$ cat config.mk
export PLATFORM = sky130hd
export DESIGN_NAME = ssd_serial_ctrl
export DESIGN_NICKNAME = d
export VERILOG_FILES = /design/src/core/ssd_serial_ctrl.v
export VERILOG_INCLUDE_DIRS = /design/src /design/src/core
export SDC_FILE = /design/constraint.sdc
export NUM_CORES = 1
export LEC_CHECK = 0
export BUFFER_PORTS_ARGS = -buffer_cell sky130_fd_sc_hd__buf_2
export CAP_MARGIN = 20
export CORE_UTILIZATION = 59
export DETAILED_ROUTE_END_ITERATION = 6
export GPL_TIMING_DRIVEN = 0
export MAX_ROUTING_LAYER = met4
export PLACE_DENSITY = 0.86
export SYNTH_ARGS = -nofsm -noshare
export SYNTH_HDL_FRONTEND = slang
export SYNTH_SLANG_ARGS = --single-unit
$ cat constraint.sdc
create_clock -name clk -period 3.55 [get_ports clk]
set_input_delay 0.1775 -clock clk [delete_from_list [all_inputs] [get_ports clk]]
set_output_delay 0.1775 -clock clk [all_outputs]
set_load 0.01 [all_outputs]
$ cat src/core/ssd_consts.vh
// Constants of the six-switch driver serial control block
`ifndef SSD_CONSTS_VH
`define SSD_CONSTS_VH

// ==========================================
// Control word fields
`define SSD_CTL_CLEAR       0
`define SSD_CTL_SW_LO       1
`define SSD_CTL_SW_HI       6
`define SSD_CTL_OLD_N       13
`define SSD_CTL_DELAY_SEL   14
`define SSD_CTL_RUN         15
`define SSD_CTL_RESET       16'hE000
`define SSD_CTL_USED_MASK   16'hE07F

// ==========================================
// Status word fields
`define SSD_ST_PREWARN      0
`define SSD_ST_SHORT        13
`define SSD_ST_STANDBY      14
`define SSD_ST_SUPPLY_FAIL  15
`define SSD_ST_ALL_HIGH     16'hFFFF

// ==========================================
// Word length
`define SSD_WORD_BITS       16
`define SSD_BITCNT_W        5

// ==========================================
// Timing, clock period in ns and delays in us
`define SSD_CLK_NS          100
`define SSD_OV_LONG_US      14000
`define SSD_OV_SHORT_US     3500
`define SSD_SC_LONG_US      100000
`define SSD_SC_SHORT_US     12500

`endif

$ cat src/core/ssd_serial_ctrl.v
// Serial control and status logic of the six-switch driver
`include "ssd_consts.vh"

module ssd_serial_ctrl
#(
	parameter OV_LONG_CYC  = (`SSD_OV_LONG_US * 1000) / `SSD_CLK_NS,
	parameter OV_SHORT_CYC = (`SSD_OV_SHORT_US * 1000) / `SSD_CLK_NS,
	parameter SC_LONG_CYC  = (`SSD_SC_LONG_US * 1000) / `SSD_CLK_NS,
	parameter SC_SHORT_CYC = (`SSD_SC_SHORT_US * 1000) / `SSD_CLK_NS
)
(
	input  wire        clk,
	input  wire        sys_rst,
	input  wire        chip_select_n,
	input  wire        serial_clk,
	input  wire        serial_data_in,
	output reg         serial_data_out,
	output reg         serial_data_oe,
	input  wire        standby_pin_n,
	input  wire        temp_prewarn,
	input  wire        temp_shutdown,
	input  wire        supply_fault,
	input  wire [5:0]  short_current,
	input  wire [5:0]  open_load_cmp,
	output reg  [5:0]  switch_on,
	output reg  [5:0]  open_load_current,
	output reg  [1:0]  shutdown_delay_select
);

	// ==========================================
	// Input synchronisers
	// Two stages on every pin input
	reg  [1:0]  cs_sync_ff;
	reg  [1:0]  sck_sync_ff;
	reg  [1:0]  din_sync_ff;
	reg  [1:0]  inh_sync_ff;
	reg  [1:0]  tpw_sync_ff;
	reg  [1:0]  tsd_sync_ff;
	reg  [1:0]  vsf_sync_ff;
	reg  [5:0]  sc_meta_ff;
	reg  [5:0]  sc_sync_ff;
	reg  [5:0]  ol_meta_ff;
	reg  [5:0]  ol_sync_ff;
	reg         cs_prev_ff;
	reg         sck_prev_ff;

	always @(posedge clk)
	begin
		if (sys_rst)
		begin
			cs_sync_ff  <= 2'b11;
			sck_sync_ff <= 2'b00;
			din_sync_ff <= 2'b00;
			inh_sync_ff <= 2'b00;
			tpw_sync_ff <= 2'b00;
			tsd_sync_ff <= 2'b00;
			vsf_sync_ff <= 2'b00;
			sc_meta_ff  <= 6'h00;
			sc_sync_ff  <= 6'h00;
			ol_meta_ff  <= 6'h00;
			ol_sync_ff  <= 6'h00;
			cs_prev_ff  <= 1'b1;
			sck_prev_ff <= 1'b0;
		end
		else
		begin
			cs_sync_ff  <= {cs_sync_ff[0], chip_select_n};
			sck_sync_ff <= {sck_sync_ff[0], serial_clk};
			din_sync_ff <= {din_sync_ff[0], serial_data_in};
			inh_sync_ff <= {inh_sync_ff[0], standby_pin_n};
			tpw_sync_ff <= {tpw_sync_ff[0], temp_prewarn};
			tsd_sync_ff <= {tsd_sync_ff[0], temp_shutdown};
			vsf_sync_ff <= {vsf_sync_ff[0], supply_fault};
			sc_meta_ff  <= short_current;
			sc_sync_ff  <= sc_meta_ff;
			ol_meta_ff  <= open_load_cmp;
			ol_sync_ff  <= ol_meta_ff;
			cs_prev_ff  <= cs_sync_ff[1];
			sck_prev_ff <= sck_sync_ff[1];
		end
	end

	wire cs_n    = cs_sync_ff[1];
	wire cs_fall = cs_prev_ff & ~cs_n;
	wire cs_rise = ~cs_prev_ff & cs_n;
	wire sck_fall = sck_prev_ff & ~sck_sync_ff[1];
	wire sck_rise = ~sck_prev_ff & sck_sync_ff[1];

	// ==========================================
	// Delay loads cut to counter width
	localparam [23:0] OV_LONG_LD  = OV_LONG_CYC[23:0];
	localparam [23:0] OV_SHORT_LD = OV_SHORT_CYC[23:0];
	localparam [23:0] SC_LONG_LD  = SC_LONG_CYC[23:0];
	localparam [23:0] SC_SHORT_LD = SC_SHORT_CYC[23:0];

	// ==========================================
	// Decoding helpers
	// Open-load mode needs the run bit high
	function ol_mode;
		input [15:0] ctl;
		begin
			ol_mode = ~ctl[`SSD_CTL_OLD_N] & ctl[`SSD_CTL_RUN];
		end
	endfunction

	// Delay load value by select bit
	function [23:0] pick_delay;
		input        long_sel;
		input [23:0] long_cyc;
		input [23:0] short_cyc;
		begin
			if (long_sel)
				pick_delay = long_cyc;
			else
				pick_delay = short_cyc;
		end
	endfunction

	// ==========================================
	// Control and status registers
	reg  [15:0] ctl_ff;
	reg  [15:0] shift_in_ff;
	reg  [15:0] shift_out_ff;
	reg  [4:0]  bit_cnt_ff;
	reg         supply_fail_ff;
	reg         short_detected_ff;
	reg  [5:0]  short_off_ff;
	reg         overtemp_ff;
	reg  [23:0] uv_cnt_ff;
	reg  [5:0]  sc_done;
	reg  [15:0] status_word;
	reg  [15:0] nxt_status;

	wire apply_word = cs_rise & (bit_cnt_ff >= 5'd16);
	wire clear_req  = apply_word & shift_in_ff[`SSD_CTL_CLEAR];
	wire standby_flag = ~ctl_ff[`SSD_CTL_RUN] | ~inh_sync_ff[1];
	wire supply_off   = (uv_cnt_ff == 24'h00_0000) & vsf_sync_ff[1];
	// Any of these forces all six switch_on bits off
	wire outputs_blocked = standby_flag | supply_off | overtemp_ff;

	always @(posedge clk)
	begin
		if (sys_rst)
		begin
			ctl_ff <= `SSD_CTL_RESET;
			shift_in_ff <= 16'h0000;
			shift_out_ff <= 16'h0000;
			bit_cnt_ff <= 5'h00;
		end
		else
		begin
			if (cs_fall)
			begin
				bit_cnt_ff <= 5'h00;
				shift_out_ff <= status_word;
			end
			else if (~cs_n & sck_fall)
			begin
				shift_in_ff <= {din_sync_ff[1], shift_in_ff[15:1]};
				if (bit_cnt_ff != 5'd16)
					bit_cnt_ff <= bit_cnt_ff + 5'd1;
			end
			else if (~cs_n & sck_rise & (bit_cnt_ff != 5'h00))
				shift_out_ff <= {1'b0, shift_out_ff[15:1]};
			if (apply_word)
				ctl_ff <= shift_in_ff & `SSD_CTL_USED_MASK;
		end
	end

	// ==========================================
	// Output pin driver
	always @(posedge clk)
	begin
		if (sys_rst)
		begin
			serial_data_out <= 1'b0;
			serial_data_oe <= 1'b0;
		end
		else
		begin
			serial_data_oe <= ~cs_n;
			if (cs_fall)
				serial_data_out <= status_word[`SSD_ST_PREWARN];
			else if (~cs_n & sck_rise & (bit_cnt_ff != 5'h00))
				serial_data_out <= shift_out_ff[1];
		end
	end

	// ==========================================
	// Supply fail and short timers
	reg  [23:0] sc_cnt_ff [0:5];
	integer i;
	integer j;

	// Short expiry per output
	always @*
	begin
		sc_done = 6'h00;
		for (j = 0; j < 6; j = j + 1)
		begin
			// Prewarn ends the short delay at once
			sc_done[j] = sc_sync_ff[j] & switch_on[j]
				& ((sc_cnt_ff[j] == 24'h00_0000) | tpw_sync_ff[1]);
		end
	end

	always @(posedge clk)
	begin
		if (sys_rst)
		begin
			uv_cnt_ff <= 24'h00_0000;
			supply_fail_ff <= 1'b0;
			short_detected_ff <= 1'b0;
			short_off_ff <= 6'h00;
			overtemp_ff <= 1'b0;
			for (i = 0; i < 6; i = i + 1)
				sc_cnt_ff[i] <= 24'h00_0000;
		end
		else
		begin
			// supply fault delay by select bit
			if (~vsf_sync_ff[1])
				uv_cnt_ff <= pick_delay(ctl_ff[`SSD_CTL_DELAY_SEL], OV_LONG_LD,
					OV_SHORT_LD);
			else if (uv_cnt_ff != 24'h00_0000)
				uv_cnt_ff <= uv_cnt_ff - 24'h00_0001;
			if (supply_off)
				supply_fail_ff <= 1'b1;
			else if (clear_req)
				supply_fail_ff <= 1'b0;
			for (i = 0; i < 6; i = i + 1)
			begin
				if (~sc_sync_ff[i] | ~switch_on[i])
					sc_cnt_ff[i] <= pick_delay(ctl_ff[`SSD_CTL_DELAY_SEL], SC_LONG_LD,
						SC_SHORT_LD);
				else if (sc_cnt_ff[i] != 24'h00_0000)
					sc_cnt_ff[i] <= sc_cnt_ff[i] - 24'h00_0001;
			end
			if (|sc_done)
			begin
				short_detected_ff <= 1'b1;
				short_off_ff <= short_off_ff | sc_done;
			end
			else if (clear_req)
			begin
				short_detected_ff <= 1'b0;
				short_off_ff <= 6'h00;
			end
			// overtemp held until cool and cleared
			if (tsd_sync_ff[1])
				overtemp_ff <= 1'b1;
			else if (clear_req)
				overtemp_ff <= 1'b0;
		end
	end

	// ==========================================
	// Output stages and status word
	always @*
	begin
		nxt_status = 16'h0000;
		nxt_status[`SSD_ST_PREWARN] = tpw_sync_ff[1];
		if (ol_mode(ctl_ff))
			nxt_status[6:1] = (switch_on & ~open_load_current) | (ol_sync_ff
				& open_load_current);
		else
			nxt_status[6:1] = switch_on;
		nxt_status[`SSD_ST_SHORT] = short_detected_ff;
		nxt_status[`SSD_ST_STANDBY] = standby_flag;
		nxt_status[`SSD_ST_SUPPLY_FAIL] = supply_fail_ff;
		status_word = overtemp_ff ? `SSD_ST_ALL_HIGH : nxt_status;
	end

	always @(posedge clk)
	begin
		if (sys_rst)
		begin
			switch_on <= 6'h00;
			open_load_current <= 6'h00;
			shutdown_delay_select <= 2'b11;
		end
		else
		begin
			if (outputs_blocked)
				switch_on <= 6'h00;
			else
				switch_on <= ctl_ff[`SSD_CTL_SW_HI:`SSD_CTL_SW_LO] & ~short_off_ff;
			if (ol_mode(ctl_ff))
				open_load_current <= ~ctl_ff[`SSD_CTL_SW_HI:`SSD_CTL_SW_LO];
			else
				open_load_current <= 6'h00;
			shutdown_delay_select <= {2{ctl_ff[`SSD_CTL_DELAY_SEL]}};
		end
	end

endmodule

After elaboration in Yosys (flattened, before gate mapping)
Memories as Yosys holds them, arrays and structs flattened.
Index checks and enable logic that the tools add are counted.
{"block": "totals", "reg_bits": 135, "ramBits": 144, "out_inout_bits": 16, "word_cells": 230, "memories": 1}
{"name": "sc_cnt_ff", "depth": 6, "word_bits": 24, "rd": 6, "rd_ports_with_merged_regs": 0, "wr": 6, "line_no": "ssd_serial_ctrl.v:191", "source": "reg [23:0] sc_cnt_ff [0:5];"}
{"block": "op_classes", "addsub": 8, "magnitude_cmp": 1, "n_eq_ne": 3, "muxes": 85, "bitwise": 79, "n_reduce_logical": 26}
{"operator": "$mux 24", "n": 26}
{"operator": "$logic_not 24->1", "n": 7}
{"operator": "$reduce_bool 24->1", "n": 7}
{"operator": "$sub 24x1->24 const B", "n": 7}
{"operator": "$mux 16", "n": 4}
{"operator": "$mux 1", "n": 50}
{"operator": "$or 1x1->1", "n": 27}
{"operator": "$and 1x1->1", "n": 23}
{"operator": "$not 1->1", "n": 21}
{"operator": "$mux 20", "n": 1}
{"operator": "$and 6x6->6", "n": 3}
{"operator": "$mux 18", "n": 1}
{"operator": "$mux 6", "n": 3}
{"operator": "$not 6->6", "n": 3}
{"operator": "$or 6x6->6", "n": 2}
{"operator": "$reduce_bool 2->1", "n": 4}
{"operator": "$reduce_and 2->1", "n": 3}
{"operator": "$reduce_or 2->1", "n": 3}
{"operator": "$reduce_or 6->1", "n": 1}
{"operator": "$add 5x1->5 const B", "n": 1}
{"operator": "$ge 5x5->1 const B", "n": 1}
{"operator": "$ne 5x5->1 const B", "n": 1}
{"operator": "$reduce_bool 5->1", "n": 1}
{"operator": "$ne 2x1->1 const B", "n": 1}
{"operator": "$ne 2x2->1 const B", "n": 1}

Longest topological paths before layout
{"block": "depth", "ltp_word": 7, "depth_mapped": 9}

Worst setup path before layout
No wires, ideal clock.
{"block": "synth_path", "path_type": "flip-flop to flip-flop", "startpoint": "memory sc_cnt_ff[1][13]", "endpoint": "memory sc_cnt_ff[1][0] (enable)", "setup_ns": 0.425, "t_arrival_ns": 2.467, "setup_slack_ns": 0.658, "stages_incl_launch_ff": 6, "n_path_buf": 1, "synth_period_minus_slack_ns": 2.892, "path_cell_list": "edfxtp_1 -> or4_1 -> buf_2 -> or4_4 -> nor4_4 -> nand2_1"}
{"item": "start: declaration", "line_no": "ssd_serial_ctrl.v:191"}

==> reports/qor.json <==
{
  "worst_hold_path": {
    "hold_depth": 4,
    "worstHoldPathType": "input pin to register"
  },
  "synth": {
    "synthFlopType": "edfxtp_1",
    "synth.area.top_cells": "edfxtp_1, dfxtp_1, nor2_1",
    "async_flop_share": 0,
    "post_synth.cell_area_avg_um2": 9.78,
    "synthTopCellsByCount": "nor2_1, edfxtp_1, dfxtp_1",
    "synth_nets": 1389,
    "register_area_share_after_synthesis": 0.528,
    "synth_warnings": 0,
    "synth_largest_type_area_fraction": 0.327,
    "syn_area_um2": 13200,
    "synth_cells": 1353,
    "yosysMostFrequentCell": "nor2_1",
    "synth_seq_cells": 277,
    "number_of_flops_mapped_to_enable_cells_by_yosys": 144,
    "yosys.cell_types.count": 70,
    "synth.largest_area_cell": "edfxtp_1"
  },
  "worst_setup_path": {
    "timing.critical_path.to_type": "register",
    "cp_num_buf_inv": 1,
    "worst_ep_arrival_time_ps": 3420,
    "critical_path_cell_count": 5,
    "crit_slowest_cell": "nand2_1",
    "max_stage_delay_ps": 690,
    "worstSetupPathType": "register to register",
    "timing.reg2reg.worst_path_depth": 5,
    "worst_ep_required_time_ps": 3600,
    "timing.critical_path.max_delay_family": "simple AND/OR/NAND/NOR gates",
    "setup.worst_path.start_class": "register",
    "path_cells": "or4_1, buf_2, or4_4, nor4_4, nand2_1",
    "critical_path_peak_fanout": 24
  },
  "power_and_ir_drop": {
    "combinational_power_share": 0.050,
    "power.static_leakage_nw": 5.67,
    "switching_share": 0.224,
    "net-switching-power_mw": 1.57,
    "internal_power_mw": 5.46,
    "p_seq_frac": 0.491,
    "power.ir.vdd_worst_v": 0.000415,
    "power_density_nw_per_um2": 468,
    "clockPowerShare": 0.459
  },
  "cells_and_area": {
    "final_cells": 1743,
    "n_antenna_cell": 0,
    "finalInstanceArea_um2": 15000,
    "final_util": 0.687,
    "nets": 1477,
    "area_growth_syn_to_layout_pct": 13.6,
    "fraction_of_layout_instances_using_a_drive_strength_above_1": 0.0936
  },
  "timing": {
    "worst_slew_pin_slew_ps": 1060,
    "fmaxAchievable_ghz": 0.297,
    "fin_ws_ps": 181,
    "finalSetupTns_ps": 0,
    "relSlewSlack": 0.292,
    "timing.final.crit_share": 0.949,
    "clock-skew-final_ps": 13.8,
    "rsz0062_at_grt": "no",
    "fin_crit_ps": 3370,
    "final_number_of_hold_violating_endpoints": 0,
    "final-setup-viol-count": 0,
    "maxSlewViolCount": 0
  },
  "job": {
    "max-cap-violations": 0
  },
  "clock_network": {
    "clk_path_buf_depth": 3,
    "cts_tree": "yes",
    "worstSkewPairLatency_ps": 560,
    "clock_tree.root_cell": "clkbuf_16",
    "number_of_buffers_added_by_the_clock_tree_synthesis_step": 28,
    "cts_repair_resize_count": 0,
    "cts.repair_timing.setup_buffer_count": 0,
    "htree_num_levels": 1,
    "tritoncts_num_sinks": 277,
    "worst_setup_hold_path_clk_slew_ps": 60,
    "postCtsHoldBufs": 19
  },
  "route": {
    "wl_per_cell_um": 17.8,
    "routed-via-count": 10600,
    "wirelength_mm": 31.0,
    "detailedRoute.firstPassIterationCount": 7,
    "drtIter0Drc": 1151,
    "ant_nets": 0,
    "routed_via_density": 6.08,
    "drt_drc_violations_left": 1
  },
  "die": {
    "dieArea_um2": 23000,
    "initial_utilization": 0.604,
    "placementRows": 54,
    "die_h_um": 152,
    "ios": 37,
    "placeableCoreArea_um2": 21900,
    "dieWidth_um": 152
  },
  "placement": {
    "placedCellCount": 1670,
    "place_area_um2": 13800,
    "place_congestion": 0.904,
    "placement.io_buffers": 36,
    "dp_worst_setup_slack_ps": 159,
    "place.detailed.hpwl_mm": 21.0
  },
  "run_status": {
    "status": "complete, but fails checks",
    "violations": "design-rule violations"
  },
  "global_route": {
    "grt_pass1_wl_mm": 50.4,
    "grt_start_max_net_pins": 25,
    "overflow": 0,
    "grt_antenna_before_repair": 0,
    "first_global_vias": 10200,
    "tot_gr_track_use": 0.285
  }
}
-- cells by family (layout without fill, tap and decap cells) --
group | count (synthesis) | in the layout | share of synthesized area
xor gates and xnor gates | 125 | 125 | 0.0827
buffers and inverters | 81 | 191 | 0.0241
muxes | 7 | 7 | 0.00586
and+or+nand+nor | 628 | 628 | 0.243
AOI/OAI and AO/OA | 220 | 220 | 0.102
adders and majority gates | 15 | 15 | 0.0142
DFF | 277 | 277 | 0.528
-- power groups by stage --
stage	sequential (mW)	clock (mW)	combinational, mW
global placement	3.52	0	0.314
CTS	3.45	3.25	0.345
finish	3.45	3.23	0.352
global route	3.46	3.36	0.389
floorplan	3.51	0	0.243
detailed placement	3.52	0	0.323
-- worst min-delay path, cell delays in order --
cell and delay, ps:
buf_2 100, inv_1 180, nand2_1 210, nor2_1 60
-- cell usage in the layout, fill, tap and decap left out, types with 11 or more instances in the layout --
cell type      netlist  layout
nor2_1             177     177
edfxtp_1           144     144
dfxtp_1            133     133
nand2_1            129     129
a21oi_1             97      97
xor2_1              66      66
xnor2_1             59      59
nor3_1              54      54
clkbuf_1            46      46
nor2b_1             43      43
buf_2                6      43
nor4_1              36      36
nand3_1             35      35
o21ai_0             33      33
clkbuf_16            0      30
or4_1               28      28
or3_1               27      27
inv_1               24      24
dlygate4sd3_1        0      19
nand2b_1            18      18
o31ai_1             18      18
ha_1                15      15
a31oi_1             14      14
a211oi_1            14      14
nor3b_1             12      12
or2_2               11      11
-- final timing paths --
check	from	end	slack [ps]
max	sc_cnt_ff[1][13]	sc_cnt_ff[1][0]	180
min reg2reg	cs_sync_ff[0]	cs_sync_ff[1]	420
max reg2reg	sc_cnt_ff[1][13]	sc_cnt_ff[1][0]	180
min	sys_rst	bit_cnt_ff[4]	220
-- cell type report --
class / instances / area, um2
Timing Repair Buffer: 58 / 418
Sequential cell: 277 / 6990
Multi-Input combinational cell: 995 / 5930
Tap cell: 280 / 350
Clock buffer: 34 / 797
Fill cell: 1632 / 6860
Clock inverter: 18 / 230
Buffer: 57 / 229
Inverter: 24 / 90.1
-- stage by stage --
step           power (mW)  hold WS, ps
2_1_floorplan        3.75          281
3_3_place_gp         3.83          384
3_5_place_dp         3.84          395
4_1_cts              7.05          185
5_1_grt              7.21          229
6_report             7.04          218
-- flip-flops by register name (all words and copies together), names as in the netlist, 6 cells and up --
register	count
open_load_current	6
ctl_ff	9
shift_out_ff	15
ol_sync_ff	6
sc_meta_ff	6
sc_cnt_ff	144
sc_sync_ff	6
switch_on	6
short_off_ff	6
shift_in_ff	16
ol_meta_ff	6
uv_cnt_ff	24
-- routing by layer --
| layer | up-vias | global-route usage | share of wire |
|---|---|---|---|
| li1 | 5046 | - | - |
| met1 | 4979 | 0.367 | 0.41 |
| met5 | - | - | 0 |
| met3 | 98 | 0.0431 | 0.080 |
| met2 | 475 | 0.456 | 0.48 |
| met4 | 0 | 0.105 | 0.036 |
(Power assumes the default switching activity.)
